===== src/tops_pkg.sv =====
// Purpose: Shared constants and types for the triggered one-shot pulse timer
// Assumes: 16-bit counter and compare registers, single ref_clk domain
// Notes:   Codes of control fields and reset values live here
`default_nettype none
package tops_pkg;
   localparam int          TOPS_CNT_W       = 16;            // Counter and compare width
   localparam logic [15:0] TOPS_CNT_RST     = 16'h0000;      // Counter value after reset
   localparam logic [15:0] TOPS_CNT_MAX     = 16'hffff;      // Overflow point
   localparam logic [15:0] TOPS_CMP_RST     = 16'hffff;      // Compare registers after reset
   localparam logic [5:0]  TOPS_DIV_RST     = 6'h00;         // Prescaler after reset
   // Count source selection codes
   typedef enum logic [2:0]
   {
      TOPS_SRC_DIV1  = 3'b000,
      TOPS_SRC_DIV2  = 3'b001,
      TOPS_SRC_DIV4  = 3'b010,
      TOPS_SRC_DIV8  = 3'b011,
      TOPS_SRC_DIV32 = 3'b100,
      TOPS_SRC_OSC   = 3'b101,
      TOPS_SRC_EXT   = 3'b110
   } tops_src_e;
   // Trigger edge field codes
   localparam logic [1:0]  TOPS_TRG_OFF     = 2'b00;
   localparam logic [1:0]  TOPS_TRG_RISE    = 2'b01;
   localparam logic [1:0]  TOPS_TRG_FALL    = 2'b10;
   localparam logic [1:0]  TOPS_TRG_BOTH    = 2'b11;
   // Run state of the counter
   typedef enum logic [1:0]
   {
      TOPS_ST_IDLE = 2'b00,
      TOPS_ST_ARM  = 2'b01,
      TOPS_ST_RUN  = 2'b10
   } tops_state_e;
endpackage : tops_pkg
`default_nettype wire


===== src/tops_if.sv =====
// Purpose: Carrier between the pin conditioner and the pulse core
// Assumes: Single clock domain, all signals synchronous to ref_clk
// Notes:   Carries one-cycle edge pulses of the synchronised pins
`default_nettype none
interface tops_if;
   logic trg_rise;    // Rising edge of trigger pin, one cycle
   logic trg_fall;    // Falling edge of trigger pin, one cycle
   logic ext_rise;    // Rising edge of external count clock, one cycle
   logic osc_rise;    // Rising edge of fast oscillator, one cycle
   modport cond (output trg_rise, output trg_fall, output ext_rise, output osc_rise);
   modport core (input trg_rise, input trg_fall, input ext_rise, input osc_rise);
endinterface : tops_if
`default_nettype wire


===== src/tops_pin_sync.sv =====
// Purpose: Two-stage synchronisers and edge detectors for the asynchronous pins
// Assumes: Pins slower than half of ref_clk
// Notes:   First stage is read only by the second stage
`default_nettype none
module tops_pin_sync
   import tops_pkg::*;
(
   input  wire logic ref_clk,
   input  wire logic rst_n,
   input  wire logic trigger_input_pin,
   input  wire logic external_count_clock_pin,
   input  wire logic internal_osc_fast_clock,
   tops_if.cond      pins
);
   logic [2:0] s1_reg;    // First stage, metastability catcher
   logic [2:0] s2_reg;    // Second stage, safe level
   logic [2:0] s3_reg;    // Delayed copy for edge detection

   // Edges come from the second and third stages only
   assign pins.trg_rise = s2_reg[0] & ~s3_reg[0];
   assign pins.trg_fall = ~s2_reg[0] & s3_reg[0];
   assign pins.ext_rise = s2_reg[1] & ~s3_reg[1];
   assign pins.osc_rise = s2_reg[2] & ~s3_reg[2];

   // Synchroniser chain
   always_ff @(posedge ref_clk or negedge rst_n)
   begin
      if (!rst_n)
      begin
         s1_reg <= 3'h0;
         s2_reg <= 3'h0;
         s3_reg <= 3'h0;
      end
      else
      begin
         s1_reg <= {internal_osc_fast_clock, external_count_clock_pin, trigger_input_pin};
         s2_reg <= s1_reg;
         s3_reg <= s2_reg;
      end
   end
endmodule : tops_pin_sync
`default_nettype wire


===== src/tops_timer.sv =====
// Purpose: Triggered one-shot pulse mode of a general-purpose timer
// Assumes: Control bits are plain ports, held stable while counting
// Notes:   One pulse output, compare and overflow events as pulses
// Function
// - One pulse waveform on one dedicated pin
// - Wait, then active level, then inactive
// - Mode excludes every other timer mode
// - Selectable divided, oscillator or external source
// - Period is period register plus one
// - Pulse width is end minus wait
// - Wait is wait register plus one
// - Start bit alone starts when untriggered
// - Trigger mode needs start bit and edge
// - Clearing start stops, initial level, keeps count
// - One-shot stops on period match, initial level
// - One-shot stop clears counter if enabled
// - Event on match with any compare
// - Event on counter overflow
// - First pin is port or trigger
// - Trigger edge rising, falling or both
// - Fourth register buffers next change point
`default_nettype none
module tops_timer
   import tops_pkg::*;
(
   input  wire logic        ref_clk,
   input  wire logic        rst_n,
   input  wire logic        count_start_bit,
   input  wire logic        trigger_edge_sel_hi,
   input  wire logic        trigger_edge_sel_lo,
   input  wire logic        one_shot_select_bit,
   input  wire logic        output_initial_level_bit,
   input  wire logic        clear_on_period_match_bit,
   input  wire logic        buffer_enable_fourth,
   input  wire logic        first_pin_trigger_sel,
   input  wire logic [2:0]  count_source_sel,
   input  wire logic [15:0] period_compare_reg,
   input  wire logic [15:0] pulse_end_compare_reg,
   input  wire logic [15:0] wait_compare_reg,
   input  wire logic [15:0] buffer_compare_reg,
   input  wire logic        trigger_input_pin,
   input  wire logic        external_count_clock_pin,
   input  wire logic        internal_osc_fast_clock,
   output logic             pwm_output_pin,
   output logic             pwm_output_pin_oe,
   output logic [15:0]      timer_counter_value,
   output logic [3:0]       compare_match_event,
   output logic             overflow_event,
   output logic             counting
);
   tops_if                  pins ();                 // Conditioned pin edges
   tops_state_e             state_reg, state_next;   // Run state
   logic [15:0]             cnt_reg;                 // Counter
   logic [15:0]             cnt_next;                // Next counter value
   logic [5:0]              div_reg;                 // Free prescaler
   logic                    out_reg;                 // Output level
   logic [15:0]             end_point;               // Effective end compare
   logic                    tick;                    // Count-source enable
   logic                    trg_edge;                // Valid trigger edge
   logic                    trg_used;                // Trigger gating active
   logic                    m_per, m_end, m_wait, m_buf;   // Compare hits
   logic                    ovf;                     // Overflow this tick
   logic                    one_stop;                // One-shot end
   logic                    run_tick;                // Counting tick
   logic                    done_reg;                // Untriggered shot spent until start drops

   // Pin conditioning, trigger pin shares the first timer pin
   tops_pin_sync u_sync
   (
      .ref_clk                  (ref_clk),
      .rst_n                    (rst_n),
      .trigger_input_pin        (trigger_input_pin),
      .external_count_clock_pin (external_count_clock_pin),
      .internal_osc_fast_clock  (internal_osc_fast_clock),
      .pins                     (pins)
   );

   // Count source, always on for DIV1, else one-cycle enable pulses from the prescaler or the synchronised pin edges
   assign tick = (count_source_sel == TOPS_SRC_DIV1)  ? 1'b1 :
                 (count_source_sel == TOPS_SRC_DIV2)  ? (div_reg[0] == 1'b1) :
                 (count_source_sel == TOPS_SRC_DIV4)  ? (div_reg[1:0] == 2'h3) :
                 (count_source_sel == TOPS_SRC_DIV8)  ? (div_reg[2:0] == 3'h7) :
                 (count_source_sel == TOPS_SRC_DIV32) ? (div_reg[4:0] == 5'h1f) :
                 (count_source_sel == TOPS_SRC_OSC)   ? pins.osc_rise :
                 (count_source_sel == TOPS_SRC_EXT)   ? pins.ext_rise : 1'b0;

   // Trigger edge decode; pin only used as trigger when selected
   assign trg_edge = first_pin_trigger_sel &&
                     ((({trigger_edge_sel_hi, trigger_edge_sel_lo} == TOPS_TRG_RISE) &&
                       pins.trg_rise) ||
                      (({trigger_edge_sel_hi, trigger_edge_sel_lo} == TOPS_TRG_FALL) &&
                       pins.trg_fall) ||
                      (({trigger_edge_sel_hi, trigger_edge_sel_lo} == TOPS_TRG_BOTH) &&
                       (pins.trg_rise || pins.trg_fall)));
   // Untriggered or continuous setting starts on the start bit alone
   assign trg_used = ({trigger_edge_sel_hi, trigger_edge_sel_lo} != TOPS_TRG_OFF) &&
                     one_shot_select_bit;

   // Buffered change point replaces the end register when enabled
   assign end_point = buffer_enable_fourth ? buffer_compare_reg : pulse_end_compare_reg;

   // Compare decode, against the count seen this tick
   assign run_tick = (state_reg == TOPS_ST_RUN) && tick && count_start_bit;
   assign m_per    = run_tick && (cnt_reg == period_compare_reg);
   assign m_end    = run_tick && (cnt_reg == pulse_end_compare_reg);
   assign m_wait   = run_tick && (cnt_reg == wait_compare_reg);
   assign m_buf    = run_tick && (cnt_reg == buffer_compare_reg);
   assign ovf      = run_tick && (cnt_reg == TOPS_CNT_MAX);
   assign one_stop = m_per && one_shot_select_bit;

   // Counter: continuous period match wraps to zero so the period is m plus one
   assign cnt_next = one_stop ? (clear_on_period_match_bit ? TOPS_CNT_RST : cnt_reg) :
                     m_per    ? TOPS_CNT_RST :
                                cnt_reg + 16'h0001;

   // Run state: idle, armed waiting for trigger, running
   always_comb
   begin
      state_next = state_reg;
      case (state_reg)
         TOPS_ST_IDLE:
         begin
            // A spent one-shot must not relaunch while start is still held
            if (count_start_bit && !done_reg)
               state_next = trg_used ? TOPS_ST_ARM : TOPS_ST_RUN;
         end
         TOPS_ST_ARM:
         begin
            if (!count_start_bit)
               state_next = TOPS_ST_IDLE;
            else if (trg_edge)
               state_next = TOPS_ST_RUN;
         end
         TOPS_ST_RUN:
         begin
            if (!count_start_bit)
               state_next = TOPS_ST_IDLE;
            else if (one_stop)
               state_next = trg_used ? TOPS_ST_ARM : TOPS_ST_IDLE;
         end
         default:
            state_next = TOPS_ST_IDLE;
      endcase
   end

   // Prescaler free-runs so divided sources stay phase steady
   always_ff @(posedge ref_clk or negedge rst_n)
   begin
      if (!rst_n)
         div_reg <= TOPS_DIV_RST;
      else
         div_reg <= div_reg + 6'h01;
   end

   // State and counter; stop keeps the count
   always_ff @(posedge ref_clk or negedge rst_n)
   begin
      if (!rst_n)
      begin
         state_reg <= TOPS_ST_IDLE;
         cnt_reg   <= TOPS_CNT_RST;
         done_reg  <= 1'b0;
      end
      else
      begin
         state_reg <= state_next;
         if (run_tick)
            cnt_reg <= cnt_next;
         // Spent flag: set by an untriggered shot, cleared by writing start low
         if (!count_start_bit)
            done_reg <= 1'b0;
         else if (one_stop && !trg_used)
            done_reg <= 1'b1;
      end
   end

   // Output: wait match goes active, end match inactive; the active level
   // is the inverse of the initial level. Period match takes priority so, in continuous
   // mode, a compare equal to the period leaves the level alone.
   always_ff @(posedge ref_clk or negedge rst_n)
   begin
      if (!rst_n)
         out_reg <= 1'b0;
      else if (state_reg != TOPS_ST_RUN || !count_start_bit || one_stop)
         out_reg <= output_initial_level_bit;
      else if (run_tick && cnt_reg == end_point && !m_per)
         out_reg <= output_initial_level_bit;
      else if (m_wait && !m_per)
         out_reg <= ~output_initial_level_bit;
   end

   // Registered outputs; the pin is dedicated to this mode only
   always_ff @(posedge ref_clk or negedge rst_n)
   begin
      if (!rst_n)
      begin
         pwm_output_pin      <= 1'b0;
         pwm_output_pin_oe   <= 1'b0;
         timer_counter_value <= TOPS_CNT_RST;
         compare_match_event <= 4'h0;
         overflow_event      <= 1'b0;
         counting            <= 1'b0;
      end
      else
      begin
         pwm_output_pin      <= out_reg;
         pwm_output_pin_oe   <= 1'b1;
         timer_counter_value <= cnt_reg;
         compare_match_event <= {m_buf, m_wait, m_end, m_per};
         overflow_event      <= ovf;
         counting            <= (state_reg == TOPS_ST_RUN);
      end
   end
endmodule : tops_timer
`default_nettype wire


===== config.mk =====
export PLATFORM = sky130hd
export DESIGN_NAME = tops_timer
export DESIGN_NICKNAME = d
export VERILOG_FILES = /design/src/tops_pkg.sv /design/src/tops_if.sv /design/src/tops_pin_sync.sv /design/src/tops_timer.sv
export SDC_FILE = /design/constraint.sdc
export NUM_CORES = 1
export LEC_CHECK = 0
export BUFFER_PORTS_ARGS = -buffer_cell sky130_fd_sc_hd__buf_4
export CORE_MARGIN = 5
export CORE_UTILIZATION = 47
export CTS_CLUSTER_SIZE = 25
export DETAILED_ROUTE_END_ITERATION = 7
export GPL_TIMING_DRIVEN = 0
export PLACE_DENSITY = 0.75
export SYNTH_ARGS = -nofsm -noshare
export SYNTH_HDL_FRONTEND = slang
export SYNTH_SLANG_ARGS = --single-unit

===== constraint.sdc =====
create_clock -name ref_clk -period 2.95 [get_ports ref_clk]
set_clock_uncertainty 0.2 [all_clocks]
set_input_delay 0.59 -clock ref_clk [delete_from_list [all_inputs] [get_ports ref_clk]]
set_output_delay 0.59 -clock ref_clk [all_outputs]
set_load 0.1 [all_outputs]

==> results.json, run 1 <==
{
  "synth_seq_area_share_pct": 45.00,
  "grt_max_degree": 59,
  "final_area_um2": 4292,
  "num_vias": 2600,
  "drt_wl_total_mm": 8.336,
  "synth.distinct_cells": 47,
  "max_stage_delay_ps": 410,
  "cts-root-buf": "clkbuf_8",
  "hold_viol": 0,
  "place_congestion": 0.8589,
  "required_ps": 2970,
  "post_cts_buffers": 0,
  "syn_avg_cell_area_um2": 11.12,
  "grt_usage_pct": 20.20,
  "grt_pass1_vias": 2636,
  "total_power_mw": 2.178,
  "grt-ovfl-total": 0,
  "holdCritPathClass": "in2async",
  "max_slew.worst_pin.slew_ps": 707.9,
  "path_buf_inv": 0,
  "port_buffers": 103,
  "cts_sinks": 58,
  "holdBufCountCts": 0,
  "fp.dieW_um": 92.85,
  "syn_inst": 290,
  "clock.fmax_ghz": 0.3720,
  "vias_per_cell": 5.328,
  "core-area_um2": 6719,
  "ant_nets": 0,
  "placed_cell_area_um2": 4099,
  "numCtsBuffers": 9,
  "cts.repair.resized": 0,
  "cts.reportedPaths.clkPinSlew_ps": 60,
  "drive_above_1_share_pct": 39.22,
  "num_rows": 30,
  "cp_cell_sequence": "ha_1, and3_1, ha_1, nor4b_1, nor3_1, and3_1, and2_4, a21o_1, o32a_1",
  "path_class": "reg2reg",
  "dpl.hpwl_mm": 6.364,
  "leakage_nw": 2.000,
  "antenna_found_initial": 0,
  "initial_core_util_pct": 48.01,
  "grt_setup_unrepaired": "no",
  "avgRoutedWirePerCell_um": 17.08,
  "cap_violations": 0,
  "cp_slowest_cell": "dfrtp_1",
  "vdd_drop_max_mv": 0.3491,
  "drt_iter0_markers": 200,
  "cts_buffer_depth": 2,
  "die_height_um": 92.85,
  "fin_setup_tns_ps": 0,
  "fin_nets": 490,
  "setup.worst_path.start_class": "register",
  "crit_family": "simple AND/OR/NAND/NOR gates",
  "antenna_cells": 0,
  "cp.arrival_ps": 2710,
  "powerDensity_nw_per_um2": 507.5,
  "slew_viol_final": 0,
  "path_max_fanout": 4,
  "syn_to_final_growth_pct": 33.05,
  "synth_nets": 376,
  "grt_pass1_wl_mm": 13.28,
  "synth_area_um2": 3226,
  "die_area_um2": 8620,
  "cts_tree": "done",
  "maxSlewHeadroom_pct": 52.81,
  "worstSkewPairLatency_ps": 330,
  "outcome": "complete, no violations",
  "io_pins": 104,
  "final_util_pct": 63.87,
  "ys.warnings.count": 0,
  "fin_crit_sh_pct": 91.13,
  "drt_first_pass_iters": 4,
  "h-tree-depth": 3,
  "drc": 0,
  "cp-end-kind": "register",
  "min_period_ps": 2688,
  "setup_viol": 0,
  "synth_seq_cells": 58,
  "whs_ps": 105.8
}
-- routing by layer --
| layer | routed length (µm) | track usage (%) |
|---|---|---|
| met5 | 0 | 0 |
| met4 | 169 | 6.105 |
| met3 | 553 | 6.418 |
| met2 | 4269 | 33.59 |
| met1 | 3344 | 25.05 |
-- power breakdown --
part           switching (mW)  leakage [nW]  total, mW  internal (mW)
combinational           0.372          1.15      0.590          0.217
sequential             0.0358         0.753      0.885          0.849
clock                   0.299        0.0941      0.704          0.404
-- path summary, 6_finish.rpt --
check / slack [ps] / from / cells past startpoint / to
worst min register to register: 150 / u_sync.s1_reg[1]$_DFF_PN0_ / 0 / u_sync.s2_reg[1]$_DFF_PN0_
worst max-delay path: 260 / div_reg[0]$_DFF_PN0_ / 9 / out_reg$_DFFE_PN0P_
worst min-delay path: 110 / rst_n / 1 / timer_counter_value[12]$_DFF_PN0_
min in group ref_clk: 150 / u_sync.s1_reg[1]$_DFF_PN0_ / 0 / u_sync.s2_reg[1]$_DFF_PN0_
worst max register to register: 260 / div_reg[0]$_DFF_PN0_ / 9 / out_reg$_DFFE_PN0P_
max in group asynchronous: 1970 / rst_n / 1 / cnt_reg[0]$_DFFE_PN0P_
-- cell usage in the layout, fill, tap and decap left out, types with 2 or more instances in the layout --
master	Yosys	final
buf_4	7	110
dfrtp_1	58	58
xnor2_1	46	46
xor2_1	32	32
nand4_1	13	13
nor4_1	10	10
nor2_2	10	10
clkbuf_8	0	10
nand2_1	9	9
nand3_1	8	8
nor2_1	8	8
inv_1	7	7
buf_2	7	7
o21ai_0	6	6
ha_1	6	6
a211oi_1	5	5
a2111oi_2	5	5
nor2b_1	4	4
nand2b_1	4	4
nor4b_1	4	4
buf_6	4	4
a2111oi_0	4	4
and3_1	3	3
a31oi_1	3	3
and2_1	2	2
a21o_1	2	2
a21oi_1	2	2
clkinvlp_4	0	2
clkinv_2	0	2
-- synthesized netlist by cell type, drive strengths merged --
library cell / n / area share (%)
and2: 3 / 0.66
nor2b: 4 / 0.78
o221a: 1 / 0.35
xor2: 32 / 8.7
inv: 7 / 0.81
and2b: 1 / 0.31
nor4: 11 / 2.6
nor4b: 4 / 1.1
xnor2: 46 / 12
and3: 4 / 0.93
clkbuf: 1 / 0.12
nor3: 1 / 0.16
nand2b: 4 / 0.78
buf: 19 / 4.7
nand2: 9 / 1.0
or3b: 1 / 0.27
conb: 1 / 0.12
a31oi: 3 / 0.58
o2111ai: 1 / 0.47
mux2: 1 / 0.35
dfrtp: 58 / 45
nand3b: 1 / 0.23
nand4: 14 / 2.9
a2111oi: 9 / 3.4
a21o: 2 / 0.47
nor2: 18 / 2.9
a32oi: 1 / 0.27
ha: 6 / 2.3
a21boi: 1 / 0.23
nand3: 9 / 1.6
o211ai: 1 / 0.23
a31o: 1 / 0.27
a21oi: 2 / 0.31
o32a: 1 / 0.31
or3: 1 / 0.19
o21ai: 6 / 0.93
a211oi: 5 / 1.2
-- area by class of cell --
| cell class | instances | area (µm²) |
|---|---|---|
| multi-input combinational | 205 | 1592 |
| fill | 565 | 2427 |
| tap | 80 | 100.1 |
| timing repair buffer | 103 | 773.2 |
| clock buffer | 10 | 137.6 |
| sequential | 58 | 1451 |
| inverter | 7 | 26.28 |
| clock inverter | 5 | 55.05 |
| buffer | 20 | 156.4 |
-- kinds of logic after synthesis --
group	count (synthesis)	synth area share (%)
AND/OR/NAND/NOR	85	16.37
flip-flops	58	45.00
other	1	0.1163
buffers and inverters	27	5.663
AO/OA/AOI/OAI	34	8.999
XOR/XNOR	78	21.18
multiplexers	1	0.3491
adder cells (fa/ha/maj)	6	2.327
-- through the flow --
step | instances | setup slack [ps]
finish | 488 | 261.7
global route | 488 | 10.91
CTS | 488 | 236.8
detailed placement | 473 | 245.3
global placement | 473 | 277.9
floorplan | 290 | 441.7
Power figures use the tool's default switching activity.
==> run 2, diff against run 1 <==
- CORE_UTILIZATION: 47 -> 50
- PLACE_DENSITY: 0.75 -> 0.79
==> results.json, run 2 (same netlist as run 1, synthesis figures left out) <==
{
  "outcome": "complete, no violations",
  "initial_core_util_pct": 51.09,
  "worstSkewPairLatency_ps": 340,
  "numCtsBuffers": 9,
  "fin_setup_tns_ps": 0,
  "antenna_found_initial": 0,
  "cp_cell_sequence": "ha_1, and3_1, ha_1, nor4b_1, nor3_1, nand4_2, a2111oi_2, nand4_1, a21oi_1",
  "die_area_um2": 8158,
  "io_pins": 104,
  "die_height_um": 90.32,
  "place_congestion": 0.8666,
  "clock.fmax_ghz": 0.3692,
  "drt_wl_total_mm": 8.284,
  "ff2ff_setup_slack_ps": 240,
  "cts.repair.resized": 0,
  "fin_crit_sh_pct": 91.83,
  "drt_first_pass_iters": 5,
  "leakage_nw": 1.988,
  "vias_per_cell": 5.360,
  "vdd_drop_max_mv": 0.5345,
  "total_power_mw": 2.118,
  "syn_to_final_growth_pct": 32.47,
  "fin_nets": 490,
  "cp_slowest_cell": "a2111oi_2",
  "cp_common_cell": "ha_1",
  "cts-root-buf": "clkbuf_8",
  "required_ps": 3010,
  "min_period_ps": 2709,
  "drive_above_1_share_pct": 39.36,
  "grt_pass1_vias": 2813,
  "holdCritPathClass": "in2async",
  "cts_sinks": 58,
  "ant_nets": 0,
  "grt-ovfl-total": 0,
  "dpl.hpwl_mm": 6.516,
  "powerDensity_nw_per_um2": 495.8,
  "slew_viol_final": 0,
  "holdBufCountCts": 0,
  "grt_max_degree": 59,
  "post_cts_buffers": 0,
  "num_rows": 29,
  "mostFrequentLayoutCells": "110 x buf_4, 58 x dfrtp_1, 46 x xnor2_1, 32 x xor2_1, 13 x nand4_1",
  "path_max_fanout": 4,
  "h-tree-depth": 3,
  "setup.worst_path.start_class": "register",
  "cts_tree": "done",
  "setup_viol": 0,
  "maxSlewHeadroom_pct": 53.74,
  "grt_setup_unrepaired": "no",
  "core-area_um2": 6314,
  "drc": 0,
  "max_slew.worst_pin.slew_ps": 693.9,
  "path_buf_inv": 0,
  "cap_violations": 0,
  "cts.reportedPaths.clkPinSlew_ps": 70,
  "crit_family": "simple AND/OR/NAND/NOR gates",
  "cp-end-kind": "register",
  "path_class": "reg2reg",
  "cp.arrival_ps": 2770,
  "avgRoutedWirePerCell_um": 17.05,
  "port_buffers": 103,
  "grt_pass1_wl_mm": 13.92,
  "num_vias": 2605,
  "antenna_cells": 0,
  "drt_iter0_markers": 211,
  "layout_commonest_cell": "buf_4",
  "max_stage_delay_ps": 500,
  "cts_buffer_depth": 2,
  "fp.dieW_um": 90.32,
  "hold_viol": 0,
  "grt_usage_pct": 21.38
}
[run 2: changes by cell type in the layout (fill, tap and decap cells not counted)]
cell        delta
inv_6          +2
bufinv_16      -1
clkbuf_8       -1
clkinv_2       -1
clkinv_4       +1
clkinvlp_4     +1
[run 2: layout make-up]
class | count | area (µm²)
Sequential cell | 58 | 1451
Fill cell | 514 | 2041
Inverter | 7 | 26.28
Timing Repair Buffer | 103 | 773.2
Tap cell | 77 | 96.34
Clock inverter | 7 | 53.80
Buffer | 20 | 156.4
Clock buffer | 9 | 123.9
Multi-Input combinational cell | 205 | 1592
[run 2: per-stage QoR]
step	setup WS, ps	area [µm²]	hold slack, ps	instances	utilization (%)
2_1_floorplan	441.7	3226	94.41	290	-
3_3_place_gp	281.5	4095	134.1	470	64.86
3_5_place_dp	199.5	4095	142.6	470	64.86
4_1_cts	227.0	4273	107.8	486	67.68
5_1_grt	24.89	4273	124.3	486	67.68
6_report	241.2	4273	93.79	486	67.68
[run 2: power by group]
group	leakage, nW	switching, mW	internal (mW)
Combinational	1.15	0.375	0.217
Sequential	0.753	0.0359	0.849
Clock	0.0822	0.333	0.309
[run 2: worst reg2reg max path, delay by kind of cell (launching register included)]
family | cells | cell delay (ps)
flip-flops | 1 | 390
adder cells (fa/ha/maj) | 2 | 340
AO/OA/AOI/OAI | 2 | 670
AND/OR/NAND/NOR | 5 | 1040
[run 2: final timing paths]
check,startpoint,end,cells after the start
worst max-delay path,div_reg[0]$_DFF_PN0_,cnt_reg[14]$_DFFE_PN0P_,9
min in group ref_clk,internal_osc_fast_clock,u_sync.s1_reg[2]$_DFF_PN0_,1
worst min register to register,u_sync.s1_reg[2]$_DFF_PN0_,u_sync.s2_reg[2]$_DFF_PN0_,0
worst max register to register,div_reg[0]$_DFF_PN0_,cnt_reg[14]$_DFFE_PN0P_,9
max in group asynchronous,rst_n,compare_match_event[1]$_DFF_PN0_,1
worst min-delay path,rst_n,timer_counter_value[15]$_DFF_PN0_,1
[run 2: metal layers]
layer  routed length [µm]  part of all wire (%)  GRT usage (%)
met1                 3291                    40          25.90
met2                 4152                    50          34.94
met3                  585                   7.1          7.417
met5                    0                     0              0
met4                  254                   3.1          8.313
